--- src/design/ppa_regs.vh ---
`ifndef PPA_REGS_VH
`define PPA_REGS_VH
// system clock rate in khz
`define PPA_CLK_KHZ          25000
// power-on reset interval in microseconds
`define PPA_POR_US           1000
`define PPA_POR_CYC          ((`PPA_POR_US * `PPA_CLK_KHZ) / 1000)
// conversion length in steps of 64 conversion ticks
`define PPA_CONV_CYC         64
// filter notch divider of the conversion clock
`define PPA_NOTCH_DIV        2560
// internal serial clock half period in system clocks
`define PPA_SCK_HALF         4
// output word layout
`define PPA_WORD_BITS        19
`define PPA_RESULT_BITS      16
`define PPA_BIT_DONE         18
`define PPA_BIT_CHAN         17
`define PPA_BIT_SIGN         16
`endif

--- src/design/ppa_core.v ---
`timescale 1ns/10ps
`default_nettype none
`include "ppa_regs.vh"

// Overview of operation
// cycle conversion, sleep, data output repeatedly
// channel 0 first, then alternate channels
// sleep after conversion while select high
// result held unchanged while sleeping
// select low enables output, wakes device
// select high before first rise: back asleep
// select low past first rise: shift out
// select rising during transfer aborts, converts
// output ends after 19 bits, then convert
// data changes on falling clock edge
// extra clock pulses shift out ones
// output word is the just-finished conversion
// data pin high impedance while select high
// status bit shown in conversion and sleep
// internal mode drives clock, external receives
// clock mode sampled at reset, select fall
// no configuration registers, same cycle always
// oscillator select low: internal clock used
// external clock scales conversion by 2560
// calibration hidden inside each conversion
// power-on reset clears state, channel 0
// after reset a normal conversion starts
// word: done, channel, sign, then 16 bits
// done flag high during conversion, low after
// clock ignored by shifter while select high
// host waits for done low before reading
module ppa_core #(
    parameter POR_CYC = `PPA_POR_CYC
) (
    input  wire        clk,
    input  wire        rst,
    input  wire        cs_n,
    input  wire        sck_i,
    output reg         sck_o,
    output wire        sck_oe,
    output reg         sdo_o,
    output wire        sdo_oe,
    input  wire        oscillator_select_input,
    input  wire [15:0] conv_data,
    input  wire        result_sign_bit,
    output wire        conv_busy,
    output wire        out_valid,
    input  wire        out_ready,
    output wire [18:0] out_word
);

    localparam [3:0] ST_POR   = 4'h1;
    localparam [3:0] ST_CONV  = 4'h2;
    localparam [3:0] ST_SLEEP = 4'h4;
    localparam [3:0] ST_OUT   = 4'h8;

    reg [3:0]  state_q;
    reg [31:0] por_cnt_q;
    reg [11:0] tick_cnt_q;
    reg [7:0]  conv_cnt_q;
    reg        chan_q;
    reg        chan_done_q;
    reg [18:0] shift_q;
    reg [7:0]  bit_cnt_q;
    reg        started_q;
    reg        ext_mode_q;
    reg        cs_q;
    reg        sck_q;
    reg [2:0]  half_cnt_q;
    reg        osc_q;
    reg [1:0]  buf_cnt_q;
    reg [18:0] buf0_q;
    reg [18:0] buf1_q;

    wire cs_fall  = cs_q & ~cs_n;
    wire cs_rise  = ~cs_q & cs_n;
    // active serial clock level depends on the latched mode
    wire sck_now  = ext_mode_q ? sck_i : sck_o;
    wire sck_rise = ~sck_q & sck_now;
    wire sck_fall = sck_q & ~sck_now;
    wire osc_rise = ~osc_q & oscillator_select_input;
    // the conversion advances on a tick from the chosen clock source
    wire conv_tick;
    wire word_push;

    // clock source select
    assign conv_tick = oscillator_select_input | osc_q ? osc_rise : 1'b1;

    // done flag real time
    assign conv_busy = state_q[1] | state_q[0];
    // high impedance when deselected
    assign sdo_oe    = ~cs_n;
    // drive clock in internal mode
    assign sck_oe    = ~ext_mode_q & ~cs_n & state_q[3];

    // edge history of pins
    always @(posedge clk or posedge rst) begin
        if (rst) begin
            cs_q  <= 1'b1;
            sck_q <= 1'b0;
            osc_q <= 1'b0;
        end else begin
            cs_q  <= cs_n;
            sck_q <= sck_now;
            osc_q <= oscillator_select_input;
        end
    end

    // mode latch after reset and on select fall
    // pin timing is the only configuration
    // a host holding the clock low asks for external mode; a floating pin
    // rests high on its pull-up, which leaves the block driving the clock
    always @(posedge clk or posedge rst) begin
        if (rst) begin
            ext_mode_q <= 1'b0;
        end else if (state_q[0] || cs_fall) begin
            ext_mode_q <= ~sck_i;
        end
    end

    // internal serial clock generator, runs only in output state
    always @(posedge clk or posedge rst) begin
        if (rst) begin
            sck_o      <= 1'b0;
            half_cnt_q <= 3'h0;
        end else if (!state_q[3] || cs_n || ext_mode_q) begin
            sck_o      <= 1'b0;
            half_cnt_q <= 3'h0;
        end else if (half_cnt_q == 3'd`PPA_SCK_HALF - 3'd1) begin
            sck_o      <= ~sck_o;
            half_cnt_q <= 3'h0;
        end else begin
            half_cnt_q <= half_cnt_q + 3'h1;
        end
    end

    // main state sequence
    always @(posedge clk or posedge rst) begin
        if (rst) begin
            state_q     <= ST_POR;
            por_cnt_q   <= 32'h0;
            tick_cnt_q  <= 12'h0;
            conv_cnt_q  <= 8'h0;
            chan_q      <= 1'b0;
            chan_done_q <= 1'b0;
            shift_q     <= 19'h0;
            bit_cnt_q   <= 8'h0;
            started_q   <= 1'b0;
        end else begin
            case (state_q)
                ST_POR: begin
                    // hold reset interval
                    if (por_cnt_q >= POR_CYC - 1) begin
                        // start normal conversion
                        state_q <= ST_CONV;
                    end else begin
                        por_cnt_q <= por_cnt_q + 32'h1;
                    end
                end
                ST_CONV: begin
                    // notch ticks from system clock, or from oscillator_select_input rises once that pin is high
                    if (conv_tick) begin
                        if (tick_cnt_q == 12'd`PPA_NOTCH_DIV / 12'd40 - 12'd1) begin
                            tick_cnt_q <= 12'h0;
                            conv_cnt_q <= conv_cnt_q + 8'h1;
                        end else begin
                            tick_cnt_q <= tick_cnt_q + 12'h1;
                        end
                    end
                    // calibration folded into conversion time
                    if (conv_cnt_q == 8'd`PPA_CONV_CYC) begin
                        conv_cnt_q  <= 8'h0;
                        tick_cnt_q  <= 12'h0;
                        // load fresh word
                        shift_q     <= {1'b0, chan_q, result_sign_bit, conv_data};
                        chan_done_q <= chan_q;
                        // alternate channel
                        chan_q      <= ~chan_q;
                        // enter sleep
                        state_q     <= ST_SLEEP;
                    end
                end
                ST_SLEEP: begin
                    // wake on select low
                    started_q <= 1'b0;
                    bit_cnt_q <= 8'h0;
                    if (!cs_n) begin
                        state_q <= ST_OUT;
                    end
                end
                ST_OUT: begin
                    if (cs_n) begin
                        // abort or back to sleep
                        state_q <= started_q ? ST_CONV : ST_SLEEP;
                    end else if (sck_rise) begin
                        // first rise starts transfer
                        started_q <= 1'b1;
                        bit_cnt_q <= bit_cnt_q + 8'h1;
                    end else if (sck_fall && started_q) begin
                        // shift, filling with ones
                        shift_q <= {shift_q[17:0], 1'b1};
                        // nineteenth bit ends output
                        if (bit_cnt_q >= 8'd`PPA_WORD_BITS) begin
                            state_q <= ST_CONV;
                        end
                    end
                end
                default: begin
                    state_q <= ST_POR;
                end
            endcase
        end
    end

    // data pin source
    always @(posedge clk or posedge rst) begin
        if (rst) begin
            sdo_o <= 1'b1;
        end else if (state_q[3]) begin
            sdo_o <= shift_q[`PPA_BIT_DONE];
        end else begin
            sdo_o <= conv_busy;
        end
    end

    // two-entry buffer of finished words toward the user side
    assign word_push = state_q[1] & (conv_cnt_q == 8'd`PPA_CONV_CYC) & (buf_cnt_q != 2'd2);
    assign out_valid = buf_cnt_q != 2'd0;
    assign out_word  = buf0_q;

    always @(posedge clk or posedge rst) begin
        if (rst) begin
            buf_cnt_q <= 2'd0;
            buf0_q    <= 19'h0;
            buf1_q    <= 19'h0;
        end else begin
            case ({word_push, out_valid & out_ready})
                2'b10: begin
                    if (buf_cnt_q == 2'd0) begin
                        buf0_q <= {1'b0, chan_q, result_sign_bit, conv_data};
                    end else begin
                        buf1_q <= {1'b0, chan_q, result_sign_bit, conv_data};
                    end
                    buf_cnt_q <= buf_cnt_q + 2'd1;
                end
                2'b01: begin
                    buf0_q    <= buf1_q;
                    buf_cnt_q <= buf_cnt_q - 2'd1;
                end
                2'b11: begin
                    if (buf_cnt_q == 2'd1) begin
                        buf0_q <= {1'b0, chan_q, result_sign_bit, conv_data};
                    end else begin
                        buf0_q <= buf1_q;
                        buf1_q <= {1'b0, chan_q, result_sign_bit, conv_data};
                    end
                end
                default: begin
                    buf_cnt_q <= buf_cnt_q;
                end
            endcase
        end
    end

endmodule // ppa_core
`default_nettype wire

--- config.mk ---
export PLATFORM = sky130hd
export DESIGN_NAME = ppa_core
export DESIGN_NICKNAME = d
export VERILOG_FILES = /design/src/design/ppa_core.v
export VERILOG_INCLUDE_DIRS = /design/src /design/src/design
export SDC_FILE = /design/constraint.sdc
export NUM_CORES = 1
export LEC_CHECK = 0
export ABC_CLOCK_PERIOD_IN_PS = 8800
export BUFFER_PORTS_ARGS = -buffer_cell sky130_fd_sc_hd__buf_2
export CORE_MARGIN = 2
export CORE_UTILIZATION = 50
export CTS_CLUSTER_SIZE = 12
export DETAILED_ROUTE_END_ITERATION = 7
export GPL_TIMING_DRIVEN = 0
export PLACE_DENSITY = 0.68
export SLEW_MARGIN = 20
export SYNTH_ARGS = -nofsm -noshare
export SYNTH_HDL_FRONTEND = slang
export SYNTH_SLANG_ARGS = --single-unit
--- constraint.sdc ---
create_clock -name clk -period 8.8 [get_ports clk]
set_input_delay 0 -clock clk [delete_from_list [all_inputs] [get_ports clk]]
set_output_delay 0 -clock clk [all_outputs]
set_load 0.1 [all_outputs]
==> impl_metrics.py, run 1 <==
metrics = {
    "sta": {
        "clock-skew-final_ns": 0.00860,
        "slew_headroom_pct": 51.1,
        "finalHoldViolCount": 0,
        "finalSetupViolCount": 0,
        "layout_setup_ws_ns": 5.30,
        "period_minus_slack_ns": 3.50,
        "fmax_mhz": 286,
        "period_share_pct": 39.8,
        "slew_viol_final": 0,
        "worst_slew_pin_slew_ns": 0.731,
        "rsz0062_at_grt": "no",
        "tns_ns": 0,
    },
    "synth": {
        "ys_ff_latch": 132,
        "synth_common_cells": "dfrtp_1 (129), nand2_1 (68), o21ai_0 (45)",
        "ys_async_sr_fraction_pct": 100,
        "ys_seq_area_share_pct": 55.5,
        "synth-edff-count": 0,
        "ys_warn_count": 0,
        "synth_nets": 594,
        "post-synth-top-count-cell": "dfrtp_1",
        "yosys.area.top_type": "dfrtp_1",
        "synthesis.instances": 559,
        "synth_cell_types": 57,
        "netlist.area_leader.share_pct": 54.2,
        "ys.flop_type": "dfrtp_1",
        "yosys-top-cells-area": "dfrtp_1 (54%), nand2_1 (4.3%), mux2_2 (3.8%)",
        "avgSynthCellArea_um2": 10.7,
        "syn_area_um2": 5960,
    },
    "route": {
        "viasPerCell": 5.42,
        "wl_per_cell_um": 14.4,
        "ant_nets": 0,
        "dr.pass1.iters": 7,
        "wl_um": 11500,
        "drc": 3,
        "drtIter0Drc": 335,
        "vias": 4342,
    },
    "global_route": {
        "grt-ovfl-total": 0,
        "grt.total_usage_pct": 19.4,
        "antenna_found_initial": 0,
        "grt_pass1_vias": 4384,
        "grt_pass1_wl_um": 19900,
        "grt_max_degree": 86,
    },
    "outcome": {
        "status": "finished with violations",
        "violations": "design-rule violations",
    },
    "clocking": {
        "cts.sinks": 132,
        "root_buffer": "clkbuf_16",
        "htree_num_levels": 4,
        "holdBufCountCts": 21,
        "cts_buffer_depth": 2,
        "clk_pin_slew_ns": 0.05,
        "clk_latency_ns": 0.42,
        "cts_tree": "done",
        "numCtsBuffers": 17,
        "cts-resized-gates": 0,
        "cts_setup_buffers": 0,
    },
    "critical_path": {
        "rr_worst_depth": 11,
        "start_kind": "flop",
        "critPathMaxFanout": 10,
        "r2r-end": "buf1_q[4]$_DFFE_PP0P_",
        "crit_path_top_delay_cell": "clkbuf_1",
        "cp.arrival_ns": 3.80,
        "r2r_slack_ns": 5.30,
        "max_stage_delay_ns": 0.51,
        "crit_chain": "inv_1 > ha_1 > nand4bb_1 > nor2_2 > nand2_1 > inv_1 > ha_1 > o211a_1 > clkbuf_1 > clkbuf_1 > mux2_2",
        "endpoint_kind": "flop",
        "worstReg2RegStart": "conv_cnt_q[0]$_DFFE_PP0P_",
        "path_class": "reg -> reg",
        "crit_path_start": "conv_cnt_q[0]$_DFFE_PP0P_",
        "critPathRequiredTime_ns": 9.10,
    },
    "finish": {
        "syn_to_final_growth_pct": 21.1,
        "diodes": 0,
        "fin_nets": 681,
        "utilization_pct": 62.6,
        "n_fill_cell": 912,
        "drive_above_1_share_pct": 18.5,
    },
    "placed_design": {
        "post-dp-hpwl_um": 7870,
        "place_congestion": 0.826,
        "numPortBuffers": 46,
        "dp_worst_setup_slack_ns": 5.38,
    },
    "floorplanning": {
        "dieArea_um2": 12800,
        "start_util_pct": 51.7,
        "die_width_um": 113,
        "core_area_um2": 11500,
        "pin_count": 48,
        "die_h_um": 113,
        "rows": 39,
    },
    "power": {
        "power_frac_seq_pct": 35.7,
        "p_clk_share_pct": 37.5,
        "power.switching_fraction_pct": 36.8,
        "finalPower_mw": 1.90,
        "combPwrFrac_pct": 26.8,
        "power_density_nw_per_um2": 263,
        "power.switching_uw": 698,
        "leakagePower_nw": 3.41,
        "ir_drop_v": 0.000184,
        "internal_power_mw": 1.20,
    },
    "hold_path": {
        "min_path_type": "in -> async",
    },
    "run": {
        "cap_violations": 0,
    },
}
==> layout make-up <==
type | instances | area [µm²] | area share [%]
tap | 143 | 179 | 2.48
inverter | 21 | 86.3 | 1.20
buffer | 39 | 168 | 2.32
clock buffer | 21 | 470 | 6.52
clock inverter | 10 | 130 | 1.80
multi-input combinational | 367 | 2400 | 33.3
sequential | 132 | 3310 | 45.8
timing repair buffer | 68 | 468 | 6.49
==> stage by stage <==
step / hold slack (ns) / cell area (µm²) / cells
final: 0.120 / 7210 / 801
after CTS: 0.125 / 7210 / 801
after global placement: 0.111 / 6370 / 748
after global routing: 0.155 / 7210 / 801
after floorplan: 0.00448 / 5960 / 559
after detailed placement: 0.0233 / 6400 / 749
==> worst max-delay path by stage <==
stage | end | slack, ns | cells past startpoint
floorplan | bit_cnt_q[0]$_DFFE_PP0P_ | 5.28 | 1
global placement | por_cnt_q[3]$_DFFE_PP0P_ | 3.96 | 2
detailed placement | buf1_q[4]$_DFFE_PP0P_ | 5.38 | 11
CTS | buf1_q[4]$_DFFE_PP0P_ | 5.29 | 11
global route | buf1_q[3]$_DFFE_PP0P_ | 5.02 | 11
finish | buf1_q[4]$_DFFE_PP0P_ | 5.30 | 11
==> registers in the layout (all words and copies together) (netlist names), 2 cells and up <==
signal,cells
shift_q,19
half_cnt_q,3
buf1_q,18
por_cnt_q,32
bit_cnt_q,8
buf_cnt_q,2
out_word,18
tick_cnt_q,12
conv_cnt_q,8
state_q,4
==> critical path: cells and delay by family, from the launching register on <==
kind / cells / cell delay, ns
multiplexers: 1 / 0.40
AND/OR/NAND/NOR: 3 / 0.93
flip-flops: 1 / 0.42
buffers and inverters: 4 / 1.10
adder cells (fa/ha/maj): 2 / 0.36
AO/OA/AOI/OAI: 1 / 0.17
==> kinds of logic (layout without fill, tap and decap cells) <==
logic type | Yosys count | count (layout) | synth area share (%)
AO/OA/AOI/OAI | 103 | 103 | 10.5
XOR/XNOR | 30 | 30 | 4.54
adder cells (fa/ha/maj) | 12 | 12 | 2.52
buffers and inverters | 60 | 159 | 4.14
flip-flops | 132 | 132 | 55.5
multiplexers | 41 | 41 | 7.31
other | 1 | 1 | 0.0629
AND/OR/NAND/NOR | 180 | 180 | 15.5
==> cells in the final DEF, fill, tap and decap left out, drive strengths merged, types with 4 or more instances in the layout <==
master	instances
nand2	68
nor4	8
dfrtp	129
o21ai	58
xor2	14
ha	12
clkbuf	49
inv	21
nor2	23
and3	8
xnor2	16
mux2i	21
buf	58
dlygate4sd3	21
a22oi	18
clkinv	5
nor2b	4
nor3	13
a21oi	8
nand3	23
mux2	20
nand4	14
==> routing by layer <==
metal	share of wire (%)	GRT usage (%)
met1	47	25.2
met2	48	31.1
met3	3.9	5.78
met4	1.2	7.40
met5	0	0
==> power by group through the flow <==
stage	logic [mW]	clock network (mW)	registers, mW
2_1_floorplan	0.123	0	0.980
3_3_place_gp	0.495	0	0.685
3_5_place_dp	0.502	0	0.688
4_1_cts	0.511	0.725	0.677
5_1_grt	0.536	0.747	0.684
6_report	0.508	0.712	0.677
No activity file was read; power rests on OpenSTA's default activity.
==> run 2: changes to the inputs <==
--- a/config.mk
+++ b/config.mk
@@ -6,7 +6,7 @@
 export SDC_FILE = /design/constraint.sdc
 export NUM_CORES = 1
 export LEC_CHECK = 0
-export ABC_CLOCK_PERIOD_IN_PS = 8800
+export ABC_CLOCK_PERIOD_IN_PS = 3390
 export BUFFER_PORTS_ARGS = -buffer_cell sky130_fd_sc_hd__buf_2
 export CORE_MARGIN = 2
 export CORE_UTILIZATION = 50
==> constraint.sdc (replaced) <==
create_clock -name clk -period 3.39 [get_ports clk]
set_input_delay 0 -clock clk [delete_from_list [all_inputs] [get_ports clk]]
set_output_delay 0 -clock clk [all_outputs]
set_load 0.1 [all_outputs]
==> impl_metrics.py, run 2 (synthesis results as in run 1) <==
metrics = {
    "critical_path": {
        "cp.arrival_ns": 3.46,
        "max_stage_delay_ns": 0.45,
        "critPathMaxFanout": 10,
        "critPathRequiredTime_ns": 3.70,
        "path_class": "reg -> reg",
        "endpoint_kind": "flop",
        "crit_chain": "inv_1 > ha_1 > nand4bb_1 > nor2_4 > nand2_1 > inv_1 > ha_1 > a21oi_1 > nor2_2 > clkbuf_1 > a22oi_1 > o21ai_0",
        "start_kind": "flop",
        "crit_path_top_delay_cell": "clkbuf_1",
        "crit_path_start": "conv_cnt_q[0]$_DFFE_PP0P_",
        "worstReg2RegStart": "conv_cnt_q[0]$_DFFE_PP0P_",
    },
    "hold_path": {
        "holdCritStartpoint": "out_ready",
        "min_path_type": "in -> reg",
    },
    "outcome": {
        "violations": "design-rule violations",
        "status": "finished with violations",
    },
    "floorplanning": {
        "die_width_um": 113,
        "core_area_um2": 11500,
        "start_util_pct": 51.7,
        "die_h_um": 113,
        "rows": 39,
        "dieArea_um2": 12800,
        "pin_count": 48,
    },
    "finish": {
        "regArea_um2": 3310,
        "syn_to_final_growth_pct": 22.3,
        "largest_reg_flops": 32,
        "largest_registers": "por_cnt_q (32), shift_q (19)",
        "regMostFlops": "por_cnt_q",
        "final_area_um2": 7290,
        "fin_nets": 682,
        "diodes": 0,
        "layout_common_cells": "dfrtp_1 (129), nand2_1 (68), buf_2 (54), o21ai_0 (45), clkbuf_1 (28)",
        "n_fill_cell": 916,
        "multiInputGateArea_um2": 2410,
        "drive_above_1_share_pct": 19.1,
        "final_common_cell": "dfrtp_1",
    },
    "power": {
        "finalPower_mw": 5.07,
        "leakagePower_nw": 3.44,
        "power_density_nw_per_um2": 695,
        "ir_drop_v": 0.000447,
    },
    "route": {
        "dr.pass1.iters": 7,
        "ant_nets": 0,
        "wl_um": 12000,
        "wl_per_cell_um": 14.9,
        "drc": 2,
        "vias": 4395,
        "viasPerCell": 5.47,
        "drtIter0Drc": 336,
    },
    "sta": {
        "slew_viol_final": 0,
        "rsz0062_at_grt": "no",
        "fmax_mhz": 318,
        "finalSetupViolCount": 0,
        "slew_headroom_pct": 50.9,
        "worst_slew_pin_slew_ns": 0.734,
        "finalHoldViolCount": 0,
        "holdWs_ns": 0.180,
        "period_minus_slack_ns": 3.14,
        "clock-skew-final_ns": 0.00958,
        "period_share_pct": 92.7,
        "tns_ns": 0,
    },
    "global_route": {
        "grt_pass1_vias": 4410,
        "grt-ovfl-total": 0,
        "grt.total_usage_pct": 19.8,
        "grt_max_degree": 36,
        "antenna_found_initial": 0,
        "grt_pass1_wl_um": 20300,
    },
    "clocking": {
        "cts.sinks": 132,
        "cts_setup_buffers": 0,
        "root_buffer": "clkbuf_16",
        "clk_pin_slew_ns": 0.06,
        "clk_latency_ns": 0.41,
        "numCtsBuffers": 17,
        "cts_buffer_depth": 2,
        "cts_tree": "done",
        "htree_num_levels": 4,
    },
    "placed_design": {
        "place_area_um2": 6430,
        "numPortBuffers": 46,
        "post-dp-hpwl_um": 8300,
        "place_congestion": 0.842,
    },
    "run": {
        "cap_violations": 0,
    },
}
[run 2: per-stage QoR]
step | utilization [%] | cells | setup WS (ns)
2_1_floorplan | - | 559 | 0.319
3_3_place_gp | 55.3 | 748 | 0.0791
3_5_place_dp | 55.8 | 751 | -0.0226
4_1_cts | 63.2 | 804 | 0.0541
5_1_grt | 63.3 | 803 | 0.0250
6_report | 63.3 | 803 | 0.249
[run 2: layout make-up]
cell class	instances	area share, %
buffer	38	2.27
clock buffer	19	5.94
clock inverter	13	2.83
inverter	21	1.13
multi-input combinational	367	33.1
sequential	132	45.4
tap	143	2.46
timing repair buffer	70	6.87
[run 2: timing repair]
action / CTS / global route
setup endpoints to repair: 10 / 20
hold buffers: 21 / 0
endpoints found under the hold margin: 86 / 0
resized for setup: 1 / 2
pin swaps: 0 / 0
[run 2: worst paths after layout]
path,to,slack (ns),cells past startpoint
min reg2reg,half_cnt_q[0]$_DFF_PP0_,0.45,1
max reg2reg,out_word[2]$_DFFE_PP0P_,0.25,12
min,out_word[14]$_DFFE_PP0P_,0.18,5
max in group asynchronous,sdo_o$_DFF_PP1_,2.22,5
min in group asynchronous,buf1_q[5]$_DFFE_PP0P_,0.25,3
max,out_word[2]$_DFFE_PP0P_,0.25,12
[run 2: power by group]
group	internal, mW	leakage [nW]	switching, mW
Combinational	0.219	1.34	1.11
Sequential	1.70	1.79	0.0618
Clock	1.30	0.307	0.676
[run 2: worst max-delay path: cells and delay by family, from the launching register on]
kind,cells,cell delay (ns)
compound gates,3,0.45
fa+ha+maj,2,0.35
buf+inv,3,0.66
flops,1,0.42
simple gates,4,1.16
[run 2: layer usage]
layer | global-route usage [%] | vias up | routed length (µm)
met5 | 0 | - | 0
met4 | 6.67 | 0 | 123
met3 | 5.09 | 14 | 440
met2 | 32.5 | 86 | 5850
met1 | 25.8 | 2165 | 5540
li1 | - | 2130 | -
